--- src/lpv_pkg.sv ---
`default_nettype none
package lpv_pkg;
	// ------------------------------------------------------------
	// register byte offsets
	// ------------------------------------------------------------
	localparam logic [7:0] LPV_OFS_LINK_STATUS = 8'hc0;
	localparam logic [7:0] LPV_OFS_PHY_CFG0    = 8'hcc;
	localparam logic [7:0] LPV_OFS_PHY_CFG1    = 8'hd0;
	localparam logic [7:0] LPV_OFS_PHY_CFG2    = 8'hd4;
	localparam logic [7:0] LPV_OFS_PD_CTRL     = 8'hd8;
	localparam logic [7:0] LPV_OFS_PD_DATA     = 8'hec;
	localparam logic [7:0] LPV_OFS_IRQ_STAT    = 8'hf8;
	localparam logic [7:0] LPV_OFS_IRQ_MASK    = 8'hfc;

	// ------------------------------------------------------------
	// field positions and fixed values
	// ------------------------------------------------------------
	localparam int LPV_LS_SPEED_LSB  = 16;
	localparam int LPV_LS_WIDTH_LSB  = 20;
	localparam int LPV_LS_TERR_BIT   = 26;
	localparam int LPV_LS_TRAIN_BIT  = 27;
	localparam int LPV_LS_SLOT_BIT   = 28;
	localparam int LPV_LS_DLL_BIT    = 29;
	localparam int LPV_PD_ADDR_LSB   = 18;
	localparam int LPV_PD_ADDR_W     = 6;
	localparam int LPV_PD_OP_BIT     = 31;
	localparam int LPV_EV_RD_BIT     = 0;
	localparam int LPV_EV_WR_BIT     = 1;
	localparam int LPV_EV_W          = 2;
	localparam logic [7:0] LPV_PD_CAP_ID    = 8'h03;
	localparam logic [7:0] LPV_PD_NEXT_PTR  = 8'hf0;
	localparam logic [7:0] LPV_EE_BASE      = 8'h40;
	localparam logic       LPV_SLOT_CLK_CFG = 1'h1;

	// ------------------------------------------------------------
	// reset values and writable masks
	// ------------------------------------------------------------
	localparam logic [31:0] LPV_CFG0_RST  = 32'h0400_1060;
	localparam logic [31:0] LPV_CFG1_RST  = 32'h0400_0800;
	localparam logic [31:0] LPV_CFG2_RST  = 32'h0099_8254;
	localparam logic [31:0] LPV_CFG2_MASK = 32'h00ff_ffff;

	// ------------------------------------------------------------
	// carriers
	// ------------------------------------------------------------
	typedef struct packed {
		logic [3:0] speed;
		logic [5:0] width;
		logic       train_err;
		logic       training;
		logic       dl_inactive;
	} lpv_link_s;

	typedef struct packed {
		logic        req;
		logic        we;
		logic [7:0]  addr;
		logic [31:0] wdata;
	} lpv_ee_req_s;

	typedef struct packed {
		logic        done;
		logic [31:0] rdata;
	} lpv_ee_rsp_s;

	typedef struct packed {
		logic [31:0] cfg0;
		logic [31:0] cfg1;
		logic [23:0] cfg2;
	} lpv_phy_s;

	typedef enum logic {LPV_OP_READ, LPV_OP_WRITE} lpv_op_e;
endpackage
`default_nettype wire

--- src/lpv_regs.sv ---
// Contract
// - link speed reads at link status bits 19:16, 001 means 2.5 Gb/s.
// - link status bit 29 reads 0 when data link active, 1 otherwise.
// - writing flag 0 starts EEPROM read; flag stays 0, then becomes 1.
// - writing flag 1 starts EEPROM write; flag stays 1, then becomes 0.
// - EEPROM word address comes from bits 23:18; bits 17:16, 30:24 read zero.
// - fetched read data lands in the product-data data register for software.
// - capability header low byte reads 03h, read-only.
// - capability header bits 15:8 read F0h, read-only, next capability.
// - recovery time in fast-training sets held in bits 7:0, reset 54h.
// - power-down wait control bit 23 resets to 1.
// - data low byte maps to EEPROM byte at address plus 0x40.
`timescale 1ns/1ps
`default_nettype none
module lpv_regs (
	input  wire logic                 i_clk,
	input  wire logic                 i_rst_n,
	// ahb-lite slave
	input  wire logic                 i_hsel,
	input  wire logic [7:0]           i_haddr,
	input  wire logic [1:0]           i_htrans,
	input  wire logic                 i_hwrite,
	input  wire logic [2:0]           i_hsize,
	input  wire logic [31:0]          i_hwdata,
	input  wire logic                 i_hready,
	output logic                      o_hreadyout,
	output logic                      o_hresp,
	output logic [31:0]               o_hrdata,
	// link state from training logic
	input  wire lpv_pkg::lpv_link_s   i_link,
	// tuning values to training logic
	output lpv_pkg::lpv_phy_s         o_phy,
	// eeprom cycle engine
	output lpv_pkg::lpv_ee_req_s      o_ee,
	input  wire lpv_pkg::lpv_ee_rsp_s i_ee,
	output logic                      o_irq
);
	import lpv_pkg::*;

	// ------------------------------------------------------------
	// state
	// ------------------------------------------------------------
	logic [31:0]            cfg0_r;
	logic [31:0]            cfg1_r;
	logic [31:0]            cfg2_r;
	logic [LPV_PD_ADDR_W-1:0] pd_addr_r;
	lpv_op_e                pd_op_r;
	logic                   busy_r;
	logic [31:0]            pd_data_r;
	logic [LPV_EV_W-1:0]    ev_r;
	logic [LPV_EV_W-1:0]    mask_r;
	logic                   wr_pend_r;
	logic                   rd_pend_r;
	logic [7:0]             addr_r;
	logic                   ready_r;
	logic [31:0]            hrdata_r;

	// ------------------------------------------------------------
	// bus address phase decode
	// ------------------------------------------------------------
	wire addr_ok = i_hsel & i_htrans[1] & i_hready;
	wire rd_take = addr_ok & ~i_hwrite;
	wire wr_take = addr_ok & i_hwrite;

	// data phase write strobes per register
	wire wr_cfg0 = wr_pend_r & (addr_r == LPV_OFS_PHY_CFG0);
	wire wr_cfg1 = wr_pend_r & (addr_r == LPV_OFS_PHY_CFG1);
	wire wr_cfg2 = wr_pend_r & (addr_r == LPV_OFS_PHY_CFG2);
	wire wr_ctrl = wr_pend_r & (addr_r == LPV_OFS_PD_CTRL);
	wire wr_data = wr_pend_r & (addr_r == LPV_OFS_PD_DATA);
	wire wr_stat = wr_pend_r & (addr_r == LPV_OFS_IRQ_STAT);
	wire wr_mask = wr_pend_r & (addr_r == LPV_OFS_IRQ_MASK);

	// ------------------------------------------------------------
	// product-data cycle control
	// ------------------------------------------------------------
	// a new cycle only starts from idle; writes while busy are dropped
	wire start   = wr_ctrl & ~busy_r;
	wire done    = busy_r & i_ee.done;
	wire rd_done = done & (pd_op_r == LPV_OP_READ);
	wire wr_done = done & (pd_op_r == LPV_OP_WRITE);

	// completion events; set wins over a write-one clear
	wire [LPV_EV_W-1:0] ev_set = {wr_done, rd_done};
	wire [LPV_EV_W-1:0] ev_clr = wr_stat ? i_hwdata[LPV_EV_W-1:0] : '0;
	wire [LPV_EV_W-1:0] ev_nxt = (ev_r & ~ev_clr) | ev_set;

	// ------------------------------------------------------------
	// read views
	// ------------------------------------------------------------
	wire [31:0] ls_word = {
		2'h0,
		i_link.dl_inactive,
		LPV_SLOT_CLK_CFG,
		i_link.training,
		i_link.train_err,
		i_link.width,
		i_link.speed,
		16'h0
	};

	// flag reads the op while busy and its complement once done
	wire op_flag = busy_r ? (pd_op_r == LPV_OP_WRITE)
	                      : (pd_op_r == LPV_OP_READ);

	wire [31:0] ctrl_word = {
		op_flag,
		7'h0,
		pd_addr_r,
		2'h0,
		LPV_PD_NEXT_PTR,
		LPV_PD_CAP_ID
	};

	// read mux on the registered data phase address
	logic [31:0] rd_mux;
	always_comb begin
		unique case (addr_r)
			LPV_OFS_LINK_STATUS: rd_mux = ls_word;
			LPV_OFS_PHY_CFG0:    rd_mux = cfg0_r;
			LPV_OFS_PHY_CFG1:    rd_mux = cfg1_r;
			LPV_OFS_PHY_CFG2:    rd_mux = cfg2_r;
			LPV_OFS_PD_CTRL:     rd_mux = ctrl_word;
			LPV_OFS_PD_DATA:     rd_mux = pd_data_r;
			LPV_OFS_IRQ_STAT:    rd_mux = {30'h0, ev_r};
			LPV_OFS_IRQ_MASK:    rd_mux = {30'h0, mask_r};
			default:             rd_mux = 32'h0;
		endcase
	end

	// ------------------------------------------------------------
	// bus transfer tracking
	// ------------------------------------------------------------
	// reads take one wait state so the data come from flip-flops
	always_ff @(posedge i_clk) begin
		if (!i_rst_n) begin
			wr_pend_r <= 1'b0;
			rd_pend_r <= 1'b0;
			addr_r    <= 8'h0;
			ready_r   <= 1'b1;
		end else begin
			wr_pend_r <= wr_take;
			rd_pend_r <= rd_take;
			ready_r   <= ~rd_take;
			if (addr_ok)
				addr_r <= {i_haddr[7:2], 2'h0};
		end
	end

	// capture read data during the wait state
	always_ff @(posedge i_clk) begin
		if (!i_rst_n)
			hrdata_r <= 32'h0;
		else if (rd_pend_r)
			hrdata_r <= rd_mux;
	end

	// ------------------------------------------------------------
	// phy tuning registers
	// ------------------------------------------------------------
	always_ff @(posedge i_clk) begin
		if (!i_rst_n) begin
			cfg0_r <= LPV_CFG0_RST;
			cfg1_r <= LPV_CFG1_RST;
			cfg2_r <= LPV_CFG2_RST;
		end else begin
			if (wr_cfg0)
				cfg0_r <= i_hwdata;
			if (wr_cfg1)
				cfg1_r <= i_hwdata;
			if (wr_cfg2)
				cfg2_r <= i_hwdata & LPV_CFG2_MASK;
		end
	end

	// ------------------------------------------------------------
	// product-data address, op and data
	// ------------------------------------------------------------
	always_ff @(posedge i_clk) begin
		if (!i_rst_n) begin
			pd_addr_r <= '0;
			pd_op_r   <= LPV_OP_WRITE;
			busy_r    <= 1'b0;
		end else if (start) begin
			pd_addr_r <= i_hwdata[LPV_PD_ADDR_LSB +: LPV_PD_ADDR_W];
			pd_op_r   <= lpv_op_e'(i_hwdata[LPV_PD_OP_BIT]);
			busy_r    <= 1'b1;
		end else if (done) begin
			busy_r    <= 1'b0;
		end
	end

	// read completion loads fetched data; software may stage write data
	always_ff @(posedge i_clk) begin
		if (!i_rst_n)
			pd_data_r <= 32'h0;
		else if (rd_done)
			pd_data_r <= i_ee.rdata;
		else if (wr_data && !busy_r)
			pd_data_r <= i_hwdata;
	end

	// ------------------------------------------------------------
	// interrupt status and mask
	// ------------------------------------------------------------
	always_ff @(posedge i_clk) begin
		if (!i_rst_n) begin
			ev_r   <= '0;
			mask_r <= '0;
		end else begin
			ev_r <= ev_nxt;
			if (wr_mask)
				mask_r <= i_hwdata[LPV_EV_W-1:0];
		end
	end

	// ------------------------------------------------------------
	// outputs
	// ------------------------------------------------------------
	assign o_hreadyout = ready_r;
	assign o_hresp     = 1'b0;
	assign o_hrdata    = hrdata_r;
	assign o_irq       = |(ev_r & mask_r);

	// byte address of the word, shifted into the product-data window
	assign o_ee.req   = busy_r;
	assign o_ee.we    = (pd_op_r == LPV_OP_WRITE);
	assign o_ee.addr  = {pd_addr_r, 2'h0} + LPV_EE_BASE;
	assign o_ee.wdata = pd_data_r;

	// tuning fields go out untouched
	assign o_phy.cfg0 = cfg0_r;
	assign o_phy.cfg1 = cfg1_r;
	assign o_phy.cfg2 = cfg2_r[23:0];
endmodule
`default_nettype wire

--- config.mk ---
export PLATFORM = sky130hd
export DESIGN_NAME = lpv_regs
export DESIGN_NICKNAME = d
export VERILOG_FILES = /design/src/lpv_pkg.sv /design/src/lpv_regs.sv
export SDC_FILE = /design/constraint.sdc
export NUM_CORES = 1
export LEC_CHECK = 0
export BUFFER_PORTS_ARGS = -buffer_cell sky130_fd_sc_hd__clkbuf_2
export CAP_MARGIN = 30
export CELL_PAD_IN_SITES_DETAIL_PLACEMENT = 0
export CELL_PAD_IN_SITES_GLOBAL_PLACEMENT = 1
export CORE_MARGIN = 5
export CORE_UTILIZATION = 39
export CTS_BUF_LIST = sky130_fd_sc_hd__clkbuf_16
export CTS_CLUSTER_DIAMETER = 40
export DETAILED_ROUTE_END_ITERATION = 10
export PLACE_DENSITY_LB_ADDON = 0.08
export RECOVER_POWER = 100
export REMOVE_ABC_BUFFERS = 1
export SETUP_SLACK_MARGIN = 0.5
export SLEW_MARGIN = 30
export SYNTH_ARGS = -nofsm -noshare
export SYNTH_HDL_FRONTEND = slang
export SYNTH_SLANG_ARGS = --single-unit
--- constraint.sdc ---
create_clock -name i_clk -period 4 [get_ports i_clk]
set_input_delay 0.2 -clock i_clk [delete_from_list [all_inputs] [get_ports i_clk]]
set_output_delay 0.2 -clock i_clk [all_outputs]
set_load 0.02 [all_outputs]
==> results of run 1 <==
==> report_power, final <==
part | internal [mW] | switching [mW]
Sequential | 1.72 | 0.00965
Combinational | 0.0636 | 0.0852
Clock | 0.908 | 0.714
Total | 2.70 | 0.808
==> timing repair <==
item                       CTS  global route
setup endpoints to repair    0             0
hold buffers                 5             0
hold endpoints to repair     5             0
==> per-stage QoR <==
stage	total power [mW]	utilization	hold WS [ns]
floorplan	1.814	-	0.2619
global placement	1.919	0.4669	0.4160
detailed placement	1.918	0.4699	0.4172
CTS	3.525	0.5009	0.01190
global route	3.610	0.4889	0.01432
finish	3.504	0.4889	0.02842
==> Yosys cell counts (10+ instances only) <==
cell type | count | share of area
a2111oi_0 | 13 | 0.015
mux2i_1 | 25 | 0.032
a21boi_0 | 35 | 0.034
a31oi_1 | 36 | 0.029
and3_1 | 32 | 0.026
clkbuf_1 | 41 | 0.020
o21ai_0 | 55 | 0.035
nand3_1 | 30 | 0.019
buf_4 | 16 | 0.015
a21boi_1 | 44 | 0.042
a221oi_1 | 11 | 0.012
buf_2 | 26 | 0.017
a21oi_1 | 16 | 0.010
dfxtp_1 | 173 | 0.44
nor2b_1 | 17 | 0.014
nor3_1 | 19 | 0.012
a22oi_1 | 11 | 0.011
nand3b_1 | 10 | 0.0096
nand2_1 | 290 | 0.14
==> metal layers <==
metal	global-route usage	vias to the layer above	wire length, µm
li1	-	3745	-
met1	0.3464	3696	13230
met2	0.4081	276	13820
met3	0.05979	35	2198
met4	0.07208	0	491
met5	0	-	0
==> state kept, by name, indices dropped and copies added (netlist names) <==
name,flops
addr_r,6
cfg2_r,24
mask_r,2
pd_addr_r,6
busy_r,1
rd_pend_r,1
cfg1_r,32
pd_op_r,1
o_hreadyout,1
ev_r,2
cfg0_r,32
pd_data_r,32
wr_pend_r,1
o_hrdata,32
==> cell type report <==
type                       count  share of cell area
clock inverter                15             0.01372
inverter                       8            0.003136
sequential                   173              0.3619
antenna                        1           0.0002613
timing repair buffer         275              0.1333
tap                          265             0.03462
multi-input combinational    694              0.4087
clock buffer                  17             0.04442
==> worst max-delay path by stage <==
stage	start	end	slack, ns
floorplan	addr_r[2]	pd_data_r[0]	0.91
global placement	addr_r[6]	cfg1_r[11]	1.36
detailed placement	addr_r[6]	cfg0_r[15]	1.37
CTS	addr_r[6]	cfg0_r[9]	1.36
global route	addr_r[6]	cfg1_r[26]	0.63
finish	addr_r[6]	pd_data_r[4]	0.79
==> kinds of logic after synthesis <==
| family | synth area share |
|---|---|
| AND/OR/NAND/NOR | 0.2503 |
| AO/OA/AOI/OAI | 0.2080 |
| flip-flops | 0.4438 |
| buffers and inverters | 0.06173 |
| multiplexers | 0.03351 |
| XOR/XNOR | 0.002245 |
| other | 0.0004805 |
==> worst max-delay path, stage by stage (launching register included) <==
cell and delay (ns):
dfxtp_1 0.55, clkbuf_1 0.58, nand2_1 0.34, or4_1 1.20, nand2_1 0.28, a31oi_1 0.10
==> metrics.txt, run 1 <==
# setup viols final=0; initial antenna violation count=1; CTS-repair resized insts=0; R2R Path Start=addr_r[6]; GRT Overall Usage=0.2555; Avg Inst Size Synth=8.112 µm²; CP Capture Type=flip-flop; post-synthesis to final-layout area growth=22.72%; Reg2Reg Depth=5; Post-CTS Setup Inserts=0; RR Endpoint=pd_data_r[4]; # rows=51; CTS clock-pin slew for the worst setup and hold paths=0.06 ns; clk buf depth=2; Mapped Cells=962; most frequent cells in the layout=290 x nand2_1, 171 x dfxtp_1, 164 x clkbuf_1; Slew Limit Fails=151; chip height=151.5 µm; PortBufs=251; main flop type after synthesis=dfxtp_1; CP Data Required Time=4.30 ns; final worst path period share=0.8027; pwr dens=365.9 mW/mm²; vias per inst=5.354; layout cells sized above 1=0.1303; Worst-Skew Late Latency=0.43 ns; Chip Width=151.5 µm; first-pass GRT wire length=44690 µm; Hold Crit Start=i_haddr[3]; max-cap viol count=4; Yosys warnings=0; commonest non-fill, non-tap cell in the layout=nand2_1; status=finished with violations; Seq/Total Area, Yosys=0.4438; Clock Tree Root=clkbuf_16; Post-synth EDFFs=0; Netlist cell types=53; crit path max fanout=32; Mapped Area=0.007804 mm²; Post-Route Skew=0.007550 ns; Placement Cell Area=0.009205 mm²; Sequential Area=0.003466 mm²; fillers=2130; Initial DRT Pass Iterations=7; htree depth=4; setup ws final=0.7892 ns; post-DP HPWL=19440 µm; R2R setup slack=0.79 ns; worst min path class=input pin to flip-flop; vias in the first global route=7501; CTS sink cnt=173; CTS tree=built; multi-input logic area=0.003914 mm²; leak pwr=3.344 nW; number of I/O pins=261; initial DRC count=424; Worst Setup Start Kind=flip-flop; nets@finish=1265; number of routed nets with antenna violations=0; minimum clock period=3.211 ns; asr flop ratio synth=0; #FFs+latches synth=173; CP arrival=3.51 ns; Final Hold Fails=0; Hold Path End=addr_r[3]; Max Clk Rate=311.4 MHz; Placed Cells=1410; largest net degree at the start of global routing=84; failing checks=max-capacitance violations, max-slew violations; Place WS=1.371 ns; Worst Tran Pin Value=1.670 ns; Max VDD drop=0.2793 mV; die area=0.02294 mm²; Initial Util=0.3984; Worst slew margin=-0.1135; Setup TNS Final=0 ns; drt drc=0; RSZ-0062 raised after global routing=false; GR Overflow Total=0; Crit Path Category=flip-flop to flip-flop; CTS buffer count=17; routed wire length=29730 µm; Final Non-Filler Cells=1448; core footprint=0.01959 mm²; Design Area, Final=0.009577 mm²; DR WL/cell=20.53 µm; via count=7752; GPL Wtd Cong=0.7963; Hold Crit Depth=3
No activity file was read; power rests on OpenSTA's default activity.
==> run 2: changes to the inputs <==
- CORE_UTILIZATION: 39 -> 33
- clock period: 4 -> 2.6 ns (I/O delays scaled with it)
==> run 2 against run 1 <==
The flow now finishes without violations. Clock power up 52%. Critical path depth up 1. Sequential power up 54%. Register-to-register slack worse by 0.41 ns. Sequential share of layout area down 2.4 points. Global-route usage down 2.2 points. Hold slack worse by 0.010 ns. Non-clock buffer count up 72. Sequential cell count unchanged. Utilization down 4.9 points. Combinational power up 99%. Critical endpoint is now cfg1_r[31]. Largest cell class unchanged.
==> metrics.txt, run 2 (synthesis gave the netlist of run 1 again) <==
Worst-Skew Late Latency=0.43 ns; CTS clock-pin slew for the worst setup and hold paths=0.07 ns; Antenna Cells=0; minimum clock period=2.217 ns; final worst path period share=0.8528; Clock Tree Root=clkbuf_16; pwr dens=528.4 mW/mm²; initial antenna violation count=0; CP Data Required Time=2.90 ns; leak pwr=3.622 nW; post-layout util=0.4394; largest net degree at the start of global routing=88; Post-Route Skew=0.01398 ns; GRT Overall Usage=0.2334; Sw Ratio=0.2418; R2R Path Start=addr_r[7]; layout cells sized above 1=0.1451; Reg2Reg Depth=6; vias per inst=5.048; R2R setup slack=0.38 ns; PortBufs=251; number of I/O pins=261; Clock Power Share=0.455; htree depth=4; CP Capture Type=flip-flop; Hold Path End=pd_data_r[14]; clk buf depth=2; number of routed nets with antenna violations=0; Chip Width=163.8 µm; # setup viols final=0; Worst slew margin=0.2106; Worst Setup Start Kind=flip-flop; Hold Crit Depth=3; Slew Limit Fails=0; RR Endpoint=cfg1_r[31]; Sequential Power Share=0.491; chip height=163.8 µm; M1 wire length=14300 µm; via count=7941; Top Metal Used=met4; Initial DRT Pass Iterations=5; Comb pwr share=0.055; Net Switching=1.314 mW; post-DP HPWL=21300 µm; GPL Wtd Cong=0.7862; CTS tree=built; drt drc=0; Initial Util=0.3335; max-cap viol count=0; first-pass GRT wire length=47620 µm; met3 wire length=2025 µm; vias in the first global route=7759; initial DRC count=549; DR WL/cell=20.29 µm; nets@finish=1337; status=complete, no violations; post-synthesis to final-layout area growth=31.78%; CTS sink cnt=173; commonest non-fill, non-tap cell in the layout=nand2_1; Setup TNS Final=0 ns; hold slack=0.01806 ns; worst min path class=input pin to flip-flop; routed wire length=31920 µm; Max Clk Rate=451.0 MHz; fillers=2561; Int Power=4.120 mW; Worst Tran Pin Value=1.184 ns; Crit Path Category=flip-flop to flip-flop; Final Hold Fails=0; RSZ-0062 raised after global routing=false; GR Overflow Total=0; # rows=56; CP arrival=2.51 ns; Hold Crit Start=i_ee[14]; Max VDD drop=0.3608 mV; most frequent cells in the layout=290 x nand2_1, 168 x dfxtp_1, 166 x clkbuf_1; met2 wire length=15360 µm; crit path max fanout=18; CTS buffer count=17; die area=0.02682 mm²; core footprint=0.02340 mm²
-- run 2: through the flow --
stage / instance area [µm²] / power (mW) / cells / worst slack [ns]
floorplan: 7360 / 2.791 / 875 / -0.4869
finish: 10280 / 5.433 / 1573 / 0.3828
global placement: 9413 / 2.964 / 1485 / 0.3256
CTS: 10520 / 5.498 / 1573 / 0.5252
detailed placement: 9413 / 2.962 / 1485 / 0.2910
global route: 10280 / 5.633 / 1573 / 0.2531
-- run 2: area by class of cell --
| cell class | count | area, µm² | share of cell area |
|---|---|---|---|
| Multi-Input combinational cell | 694 | 3921 | 0.3813 |
| Inverter | 8 | 30.03 | 0.002920 |
| Timing Repair Buffer | 347 | 1911 | 0.1858 |
| Tap cell | 319 | 399.1 | 0.03881 |
| Clock buffer | 17 | 425.4 | 0.04137 |
| Clock inverter | 15 | 125.1 | 0.01217 |
| Sequential cell | 173 | 3472 | 0.3376 |
-- run 2: per-layer routing --
| metal | GRT usage | vias up |
|---|---|---|
| li1 | - | 3890 |
| met4 | 0.04270 | 0 |
| met5 | 0 | - |
| met2 | 0.3944 | 251 |
| met1 | 0.3113 | 3786 |
| met3 | 0.04944 | 14 |
-- run 2: how the worst max path moves through the flow --
stage               depth (start not counted)      endpoint      start
floorplan                                   4  pd_data_r[0]  addr_r[2]
global placement                            5   o_hrdata[7]  addr_r[3]
detailed placement                          5  o_hrdata[12]  addr_r[3]
CTS                                         5  o_hrdata[12]  addr_r[6]
global route                                6    cfg0_r[17]  addr_r[7]
finish                                      6    cfg1_r[31]  addr_r[7]
-- run 2: power groups by stage --
stage	sequential (mW)	clock, mW	combinational, mW
2_1_floorplan	2.73	0	0.0620
3_3_place_gp	2.73	0	0.236
3_5_place_dp	2.73	0	0.235
4_1_cts	2.67	2.53	0.299
5_1_grt	2.67	2.65	0.321
6_report	2.67	2.47	0.296
-- run 2: what timing repair did --
action | CTS | global route
setup endpoints to repair | 49 | 67
hold buffers | 53 | 0
gates resized for setup | 2 | 4
endpoints found under the hold margin | 120 | 0
buffers inserted | 3 | 0
-- run 2: worst max-delay path, stage by stage (launching register included) --
cell and delay [ns]:
dfxtp_1 0.40, buf_4 0.21, nor2b_1 0.67, nand3_2 0.14, clkbuf_2 0.40, nand2_1 0.17, a21boi_0 0.10
